File: config.mk
export PLATFORM = sky130hd
export DESIGN_NAME = pst_timer
export DESIGN_NICKNAME = d
export VERILOG_FILES = /design/src/design/pst_timer.v /design/src/design/pst_sync.v
export VERILOG_INCLUDE_DIRS = /design/src /design/src/pkg
export SDC_FILE = /design/constraint.sdc
export NUM_CORES = 1
export LEC_CHECK = 0
export ABC_AREA = 1
export BUFFER_PORTS_ARGS = -buffer_cell sky130_fd_sc_hd__buf_2
export CAP_MARGIN = 5
export CELL_PAD_IN_SITES_DETAIL_PLACEMENT = 0
export CELL_PAD_IN_SITES_GLOBAL_PLACEMENT = 2
export CORE_MARGIN = 5
export CORE_UTILIZATION = 34
export CTS_BUF_LIST = sky130_fd_sc_hd__clkbuf_4 sky130_fd_sc_hd__clkbuf_8 sky130_fd_sc_hd__clkbuf_16
export DETAILED_ROUTE_END_ITERATION = 10
export HOLD_SLACK_MARGIN = 0.06
export PLACE_DENSITY_LB_ADDON = 0.25
export SKIP_CTS_REPAIR_TIMING = 1
export SKIP_LAST_GASP = 1
export SLEW_MARGIN = 30
export SYNTH_ARGS = -nofsm -noshare
export SYNTH_HDL_FRONTEND = slang
export SYNTH_HIERARCHICAL = 1
export SYNTH_SLANG_ARGS = --single-unit
File: constraint.sdc
create_clock -name clock_i -period 4.55 [get_ports clock_i]
set_clock_uncertainty 0.2 [all_clocks]
set_input_delay 0.6825 -clock clock_i [delete_from_list [all_inputs] [get_ports clock_i]]
set_output_delay 0.6825 -clock clock_i [all_outputs]
set_load 0.03 [all_outputs]
File: src/pkg/pst_consts.vh
// Register map, field positions, reset values and timing counts of the period timer
`ifndef PST_CONSTS_VH
`define PST_CONSTS_VH

// ----------------------------------------------------------------------
// Register byte addresses
// ----------------------------------------------------------------------
`define PST_OFS_CTRL      12'h000
`define PST_OFS_PERIOD    12'h004
`define PST_OFS_COUNT     12'h008
`define PST_OFS_STATUS    12'h00c
`define PST_OFS_IRQ_EN    12'h010

// ----------------------------------------------------------------------
// Control register fields
// ----------------------------------------------------------------------
`define PST_CTRL_ON       0
`define PST_CTRL_SRC      1
`define PST_CTRL_ERS_EN   2
`define PST_CTRL_PRE_LO   4
`define PST_CTRL_PRE_HI   6
`define PST_CTRL_POST_LO  8
`define PST_CTRL_POST_HI  11

// ----------------------------------------------------------------------
// Status register fields
// ----------------------------------------------------------------------
`define PST_STAT_IRQ      0
`define PST_STAT_ERS      1
`define PST_STAT_RUN      2

// ----------------------------------------------------------------------
// Reset values
// ----------------------------------------------------------------------
`define PST_RST_PERIOD    8'hff
`define PST_RST_COUNT     8'h00
`define PST_RST_PRE       3'h0
`define PST_RST_POST      4'h0

// ----------------------------------------------------------------------
// Timing
// ----------------------------------------------------------------------
`define PST_SYS_CLK_HZ    40000000
`define PST_INST_DIV      4
`define PST_EXT_SYNC_TICKS 2

`endif

File: src/design/pst_timer.v
// Period timer with prescaler, postscaler, software gate and APB registers
//
// Implementation choices: the APB register port and the register offsets.
`timescale 1ns/1ps
`include "pst_consts.vh"


module pst_timer
#(
	parameter CNT_W  = 8,
	parameter PRE_W  = 3,
	parameter POST_W = 4
)
(
	// Clock and reset
	input  wire        clock_i,
	input  wire        nrst_i,
	// APB slave
	input  wire        psel_i,
	input  wire        penable_i,
	input  wire        pwrite_i,
	input  wire [11:0] paddr_i,
	input  wire [31:0] pwdata_i,
	output reg  [31:0] prdata_o,
	output reg         pready_o,
	output reg         pslverr_o,
	// Pins
	input  wire        timer_clock_input_i,
	input  wire        external_reset_input_i,
	// Events and interrupt
	output reg         postscaled_event_o,
	output reg         irq_o
);

	// ------------------------------------------------------------------
	// Declarations
	// ------------------------------------------------------------------
	reg               ctrl_on;
	reg               ctrl_src_ext;
	reg               ctrl_ers_en;
	reg [PRE_W-1:0]   prescale_select;
	reg [POST_W-1:0]  postscale_select;
	reg [CNT_W-1:0]   period_value;
	reg [CNT_W-1:0]   timer_count;
	reg               timer_irq_flag;
	reg               timer_irq_enable;
	reg [1:0]         inst_div;
	reg               inst_tick;
	reg               clk_pin_d;
	reg [1:0]         on_pipe;
	reg [1:0]         ers_pipe;
	reg               on_eff;
	reg               ers_eff;
	reg [(1<<PRE_W)-2:0] pre_cnt;
	reg [POST_W-1:0]  post_cnt;
	reg [31:0]        next_rdata;
	reg               addr_ok;
	wire              clk_pin_lvl;
	wire              ers_lvl;
	wire              ext_tick;
	wire              tmr_tick;
	wire              pre_hit;
	wire              period_match;
	wire              post_hit;
	wire              apb_access;
	wire              apb_write;
	wire              wr_ctrl;
	wire              wr_period;
	wire              wr_status;
	wire              wr_irq_en;

	// ------------------------------------------------------------------
	// Helper functions
	// ------------------------------------------------------------------
	// Last prescaler count before a pass: ratio 2**sel, zero for 1:1
	function [(1<<PRE_W)-2:0] pre_limit;
		input [PRE_W-1:0] sel;
		reg   [(1<<PRE_W)-1:0] one_hot;
		begin
			one_hot   = {{((1<<PRE_W)-1){1'b0}}, 1'b1} << sel;
			pre_limit = one_hot[(1<<PRE_W)-2:0] - {{((1<<PRE_W)-2){1'b0}}, 1'b1};
		end
	endfunction

	// Register address decode
	function is_reg;
		input [11:0] addr;
		input [11:0] ofs;
		begin
			is_reg = (addr == ofs);
		end
	endfunction

	// ------------------------------------------------------------------
	// Pin synchronisers
	// ------------------------------------------------------------------
	pst_sync u_clk_sync
	(
		.clock_i (clock_i),
		.nrst_i  (nrst_i),
		.pin_i   (timer_clock_input_i),
		.level_o (clk_pin_lvl)
	);

	pst_sync u_ers_sync
	(
		.clock_i (clock_i),
		.nrst_i  (nrst_i),
		.pin_i   (external_reset_input_i),
		.level_o (ers_lvl)
	);

	// ------------------------------------------------------------------
	// Timer clock sources
	// ------------------------------------------------------------------
	// Instruction clock enable: one pulse every four system clocks
	always @(posedge clock_i or negedge nrst_i)
	begin
		if (!nrst_i)
		begin
			inst_div  <= 2'h0;
			inst_tick <= 1'b0;
		end
		else
		begin
			inst_div  <= inst_div + 2'h1;
			inst_tick <= ({30'h0, inst_div} == (`PST_INST_DIV - 1));
		end
	end

	// Rising edge of the synchronised timer clock pin
	always @(posedge clock_i or negedge nrst_i)
	begin
		if (!nrst_i)
			clk_pin_d <= 1'b0;
		else
			clk_pin_d <= clk_pin_lvl;
	end

	assign ext_tick = clk_pin_lvl & ~clk_pin_d;
	assign tmr_tick = ctrl_src_ext ? ext_tick : inst_tick;

	// ------------------------------------------------------------------
	// Enable and reset-input delay
	// ------------------------------------------------------------------
	// External source: two full timer clocks; instruction source: one period
	always @(posedge clock_i or negedge nrst_i)
	begin
		if (!nrst_i)
		begin
			on_pipe  <= 2'h0;
			ers_pipe <= 2'h0;
			on_eff   <= 1'b0;
			ers_eff  <= 1'b0;
		end
		else if (ctrl_src_ext)
		begin
			if (ext_tick)
			begin
				on_pipe  <= {on_pipe[0], ctrl_on};
				ers_pipe <= {ers_pipe[0], ers_lvl};
				on_eff   <= on_pipe[1];
				ers_eff  <= ers_pipe[1];
			end
		end
		else if (inst_tick)
		begin
			on_pipe  <= {2{ctrl_on}};
			ers_pipe <= {2{ers_lvl}};
			on_eff   <= ctrl_on;
			ers_eff  <= ers_lvl;
		end
	end

	// ------------------------------------------------------------------
	// Prescaler
	// ------------------------------------------------------------------
	assign pre_hit = tmr_tick & on_eff & (pre_cnt >= pre_limit(prescale_select));

	// Counts timer clocks while enabled, passes one in 2**sel
	always @(posedge clock_i or negedge nrst_i)
	begin
		if (!nrst_i)
			pre_cnt <= {((1<<PRE_W)-1){1'b0}};
		else if (ers_eff & ctrl_ers_en)
			pre_cnt <= {((1<<PRE_W)-1){1'b0}};
		else if (tmr_tick & on_eff)
		begin
			if (pre_hit)
				pre_cnt <= {((1<<PRE_W)-1){1'b0}};
			else
				pre_cnt <= pre_cnt + {{((1<<PRE_W)-2){1'b0}}, 1'b1};
		end
	end

	// ------------------------------------------------------------------
	// Main counter
	// ------------------------------------------------------------------
	assign period_match = pre_hit & (timer_count == period_value);

	// Advances while enabled, wraps to zero after reaching the period
	always @(posedge clock_i or negedge nrst_i)
	begin
		if (!nrst_i)
			timer_count <= `PST_RST_COUNT;
		else if (ers_eff & ctrl_ers_en)
			timer_count <= {CNT_W{1'b0}};  // Held at zero while reset input high
		else if (pre_hit)
		begin
			if (timer_count == period_value)
				timer_count <= {CNT_W{1'b0}};
			else
				timer_count <= timer_count + {{(CNT_W-1){1'b0}}, 1'b1};
		end
	end

	// ------------------------------------------------------------------
	// Postscaler
	// ------------------------------------------------------------------
	assign post_hit = period_match & (post_cnt >= postscale_select);

	// Counts period matches, restarts after each event
	always @(posedge clock_i or negedge nrst_i)
	begin
		if (!nrst_i)
			post_cnt <= {POST_W{1'b0}};
		else if (ers_eff & ctrl_ers_en)
			post_cnt <= {POST_W{1'b0}};
		else if (period_match)
		begin
			if (post_hit)
				post_cnt <= {POST_W{1'b0}};
			else
				post_cnt <= post_cnt + {{(POST_W-1){1'b0}}, 1'b1};
		end
	end

	// One-cycle postscaled event pulse
	always @(posedge clock_i or negedge nrst_i)
	begin
		if (!nrst_i)
			postscaled_event_o <= 1'b0;
		else
			postscaled_event_o <= post_hit;
	end

	// ------------------------------------------------------------------
	// APB decode
	// ------------------------------------------------------------------
	assign apb_access = psel_i & penable_i & pready_o;
	assign apb_write  = apb_access & pwrite_i & ~pslverr_o;
	assign wr_ctrl    = apb_write & is_reg(paddr_i, `PST_OFS_CTRL);
	assign wr_period  = apb_write & is_reg(paddr_i, `PST_OFS_PERIOD);
	assign wr_status  = apb_write & is_reg(paddr_i, `PST_OFS_STATUS);
	assign wr_irq_en  = apb_write & is_reg(paddr_i, `PST_OFS_IRQ_EN);

	// Read mux and address check
	always @*
	begin
		next_rdata = 32'h00000000;
		addr_ok    = 1'b1;
		case (paddr_i)
			`PST_OFS_CTRL:
			begin
				next_rdata[`PST_CTRL_ON]     = ctrl_on;
				next_rdata[`PST_CTRL_SRC]    = ctrl_src_ext;
				next_rdata[`PST_CTRL_ERS_EN] = ctrl_ers_en;
				next_rdata[`PST_CTRL_PRE_HI:`PST_CTRL_PRE_LO]   = prescale_select;
				next_rdata[`PST_CTRL_POST_HI:`PST_CTRL_POST_LO] = postscale_select;
			end
			`PST_OFS_PERIOD:
				next_rdata[CNT_W-1:0] = period_value;
			`PST_OFS_COUNT:
				next_rdata[CNT_W-1:0] = timer_count;
			`PST_OFS_STATUS:
			begin
				next_rdata[`PST_STAT_IRQ] = timer_irq_flag;
				next_rdata[`PST_STAT_ERS] = ers_eff;
				next_rdata[`PST_STAT_RUN] = on_eff;
			end
			`PST_OFS_IRQ_EN:
				next_rdata[0] = timer_irq_enable;
			default:
				addr_ok = 1'b0;
		endcase
	end

	// One wait state: answer registered in the first access cycle
	always @(posedge clock_i or negedge nrst_i)
	begin
		if (!nrst_i)
		begin
			pready_o  <= 1'b0;
			pslverr_o <= 1'b0;
			prdata_o  <= 32'h00000000;
		end
		else if (psel_i & penable_i & ~pready_o)
		begin
			pready_o  <= 1'b1;
			pslverr_o <= ~addr_ok;
			prdata_o  <= (pwrite_i | ~addr_ok) ? 32'h00000000 : next_rdata;
		end
		else
		begin
			pready_o  <= 1'b0;
			pslverr_o <= 1'b0;
		end
	end

	// ------------------------------------------------------------------
	// Control and period registers
	// ------------------------------------------------------------------
	always @(posedge clock_i or negedge nrst_i)
	begin
		if (!nrst_i)
		begin
			ctrl_on          <= 1'b0;
			ctrl_src_ext     <= 1'b0;
			ctrl_ers_en      <= 1'b0;
			prescale_select  <= `PST_RST_PRE;
			postscale_select <= `PST_RST_POST;
			period_value     <= `PST_RST_PERIOD;
			timer_irq_enable <= 1'b0;
		end
		else
		begin
			if (wr_ctrl)
			begin
				ctrl_on          <= pwdata_i[`PST_CTRL_ON];
				ctrl_src_ext     <= pwdata_i[`PST_CTRL_SRC];
				ctrl_ers_en      <= pwdata_i[`PST_CTRL_ERS_EN];
				prescale_select  <= pwdata_i[`PST_CTRL_PRE_HI:`PST_CTRL_PRE_LO];
				postscale_select <= pwdata_i[`PST_CTRL_POST_HI:`PST_CTRL_POST_LO];
			end
			if (wr_period)
				period_value <= pwdata_i[CNT_W-1:0];
			if (wr_irq_en)
				timer_irq_enable <= pwdata_i[0];
		end
	end

	// ------------------------------------------------------------------
	// Interrupt flag and output
	// ------------------------------------------------------------------
	// Sticky flag, set wins over a write-one clear in the same cycle
	always @(posedge clock_i or negedge nrst_i)
	begin
		if (!nrst_i)
			timer_irq_flag <= 1'b0;
		else if (postscaled_event_o)
			timer_irq_flag <= 1'b1;
		else if (wr_status & pwdata_i[`PST_STAT_IRQ])
			timer_irq_flag <= 1'b0;
	end

	// Level interrupt gated by the enable bit
	always @(posedge clock_i or negedge nrst_i)
	begin
		if (!nrst_i)
			irq_o <= 1'b0;
		else
			irq_o <= timer_irq_flag & timer_irq_enable;
	end

endmodule // pst_timer

File: src/design/pst_sync.v
// Three-stage synchroniser for a pin input with agreement filter
`timescale 1ns/1ps

module pst_sync
(
	// Clock and reset
	input  wire clock_i,
	input  wire nrst_i,
	// Pin side
	input  wire pin_i,
	// Synchronised level
	output reg  level_o
);

	reg meta;
	reg stage2;
	reg stage3;

	// ------------------------------------------------------------------
	// Sampling chain
	// ------------------------------------------------------------------
	// First stage feeds only the second stage
	always @(posedge clock_i or negedge nrst_i)
	begin
		if (!nrst_i)
		begin
			meta    <= 1'b0;
			stage2  <= 1'b0;
			stage3  <= 1'b0;
			level_o <= 1'b0;
		end
		else
		begin
			meta   <= pin_i;
			stage2 <= meta;
			stage3 <= stage2;
			if (stage2 == stage3)
				level_o <= stage3; // Change counts once stages two and three agree
		end
	end

endmodule // pst_sync

==> out/results.ini <==
[outcome]
status=completed

[clock_network]
clk_latency_ps=340
cts_made_buffers=9
cts_sinks=73
cts.root.buffer_cell=clkbuf_16
cts_buffer_depth=2
cts_tree=done
htreeDepth=3
clkTransAtPathRegs_ps=60

[place]
dp_cells=686
place_ws_ps=1490
io_buffers=46
place_area_sq_um=4380
gp_congestion=0.783
dpl.hpwl_um=7210

[layout]
diodes=0
final_cell_mix=126 x nand2_1, 65 x dfrtp_1, 59 x inv_1, 46 x buf_2, 43 x nor2_1
mostFrequentLayoutCell=nand2_1
areaGrowthSynthToFinish_pct=15.6
layout-drive-gt1-share_pct=17.8
utilization_pct=39.8
fillers=1230
final_cells=702
final_nets=617
fin_area_sq_um=4760

[pwr]
ir_drop_v=0.000220
p_switching_mw=0.417
clkPwrFrac_pct=50.6
pwr-share-comb_pct=8.8
power.internal_mw=1.35
p_sw_share_pct=23.6
p_per_area_nw_per_um2=371
power_frac_seq_pct=40.6
p_leak_nw=2.60

[global_routing]
antenna_found_initial=0
grt_pass1_vias=3053
grt_pass1_wl_um=15800
grt_usage_pct=14.1
grt_start_max_net_pins=40
grt_overflow=0

[critical_path]
cpPeakStageDelay_ps=450
rrSetupSlack_ps=1520
endpoint_kind=register
crit_chain=nor2_1 -> nand2_1 -> ha_1 -> o21ai_0 -> a21oi_1 -> a31oi_1 -> ha_1 -> nand2_1 -> nand2_1 -> a21oi_1 -> nand3_1 -> nand2_4 -> nand2_2 -> nand2_2 -> nand2_1 -> nor2_1
cpMaxStageDelayCell=dfrtp_1
crit_family=simple AND/OR/NAND/NOR gates
crit_top_cell=nand2_1
worstSetupStartpointType=register
worst-setup-path-type=reg -> reg
crit_arrival_ps=3100
required_ps=4620
cp_max_fo=13
cp_num_buf_inv=0

[die]
placementRows=40
die_w_um=120
ios=87
dieHeight_um=120
fp.dieArea_sq_um=14400
core_area_sq_um=12000
start_util_pct=34.4

[sta]
slew_viol_final=0
tns_ps=0
fin_crit_sh_pct=66.7
max_freq_mhz=330
setup_ws_ps=1520
min_period_ps=3030
rsz0062_at_grt=false
hold_viol_final=0
worst_pin_slew_ps=786
slew_headroom_pct=47.6
setup_viol=0

[synth]
synthArstFlopShare_pct=100
ys_types=37
synth_edf_count=0
synth.largest_area_cell=dfrtp_1
synth_top_area_share_pct=39.5
synth-seq-cells=73
syn_area_sq_um=4120
syn_inst=503
synth.area.top_cells=dfrtp_1 40%, nand2_1 11%, inv_1 5.4%
yosysWarnings=6
ys.flop_type=dfrtp_1
yosysSeqAreaShare_pct=44.6
avgSynthCellArea_sq_um=8.18

[drt]
antenna_left=0
via_per_inst=4.59
wl_per_cell_um=13.6
vias=3222
first_iter_violations=178
dr.pass1.iters=4
drc=0
wirelength_um=9570

[flow_run]
drv_cap=0

[hold_path]
hold_class=reg -> reg

[cell type report]
cell class | count | area (sq um) | share of cell area [%]
clock buffers | 11 | 246 | 5.18
clock inverters | 5 | 128 | 2.68
inverters | 60 | 225 | 4.73
multi-input cells | 359 | 1900 | 39.9
flip-flops and latches | 73 | 1840 | 38.6
well taps | 147 | 184 | 3.87
repair buffers | 47 | 238 | 5.00
[routing by layer]
layer	global-route usage, %	share of wire (%)
met3	2.78	5.3
met4	6.23	1.9
met1	19.1	48
met2	21.7	45
met5	0	0
[final timing paths]
| kind | start | to | depth (start not counted) |
|---|---|---|---|
| setup / recovery | prescale_select[0] | timer_count[4] | 16 |
| hold / removal | u_ers_sync/meta | u_ers_sync/stage2 | 0 |
| setup reg to reg | prescale_select[0] | timer_count[4] | 16 |
| hold reg to reg | u_ers_sync/meta | u_ers_sync/stage2 | 0 |
| max in group asynchronous | nrst_i | period_value[3] | 2 |
| min in group asynchronous | nrst_i | timer_irq_flag | 1 |
[power by group through the flow]
stage	combinational, mW	sequential [mW]	clock [mW]
4_1_cts	0.158	0.718	0.915
5_1_grt	0.177	0.723	0.945
6_report	0.154	0.716	0.893
3_5_place_dp	0.155	0.729	0
2_1_floorplan	0.118	0.720	0
3_3_place_gp	0.155	0.728	0
[per-stage QoR]
stage | total power [mW] | hold slack [ps]
floorplan | 0.838 | 131
global placement | 0.883 | 135
detailed placement | 0.884 | 135
CTS | 1.79 | 148
global route | 1.84 | 152
finish | 1.76 | 147
[cell families (layout without fill, tap and decap cells)]
| group | Yosys count | after routing | share of synthesized area [%] |
|---|---|---|---|
| other | 1 | 20 | 0.0911 |
| DFF | 73 | 73 | 44.6 |
| and+or+nand+nor | 246 | 246 | 27.7 |
| AOI/OAI and AO/OA | 63 | 63 | 8.33 |
| muxes | 4 | 4 | 1.37 |
| buffers and inverters | 90 | 123 | 10.9 |
| xor gates and xnor gates | 10 | 10 | 2.13 |
| adders and majority gates | 16 | 16 | 4.86 |
[state kept, by name, summed over array words and instances, names as in the netlist, 2 cells and up]
| signal | count |
|---|---|
| ers_pipe | 2 |
| inst_div | 2 |
| on_pipe | 2 |
| period_value | 8 |
| post_cnt | 4 |
| postscale_select | 4 |
| prdata_o | 12 |
| pre_cnt | 7 |
| prescale_select | 3 |
| timer_count | 8 |
[cells in the mapped netlist (5+ instances only)]
cell / n
nor3_1: 6
dfrtp_1: 65
nand4_1: 15
nor2_1: 43
buf_4: 22
o21ai_0: 22
a21oi_1: 20
inv_1: 59
o21ai_1: 10
nand2_2: 5
dfstp_2: 8
nand3_1: 34
ha_1: 16
xor2_1: 8
nand2_1: 126
Power figures use the tool's default switching activity.
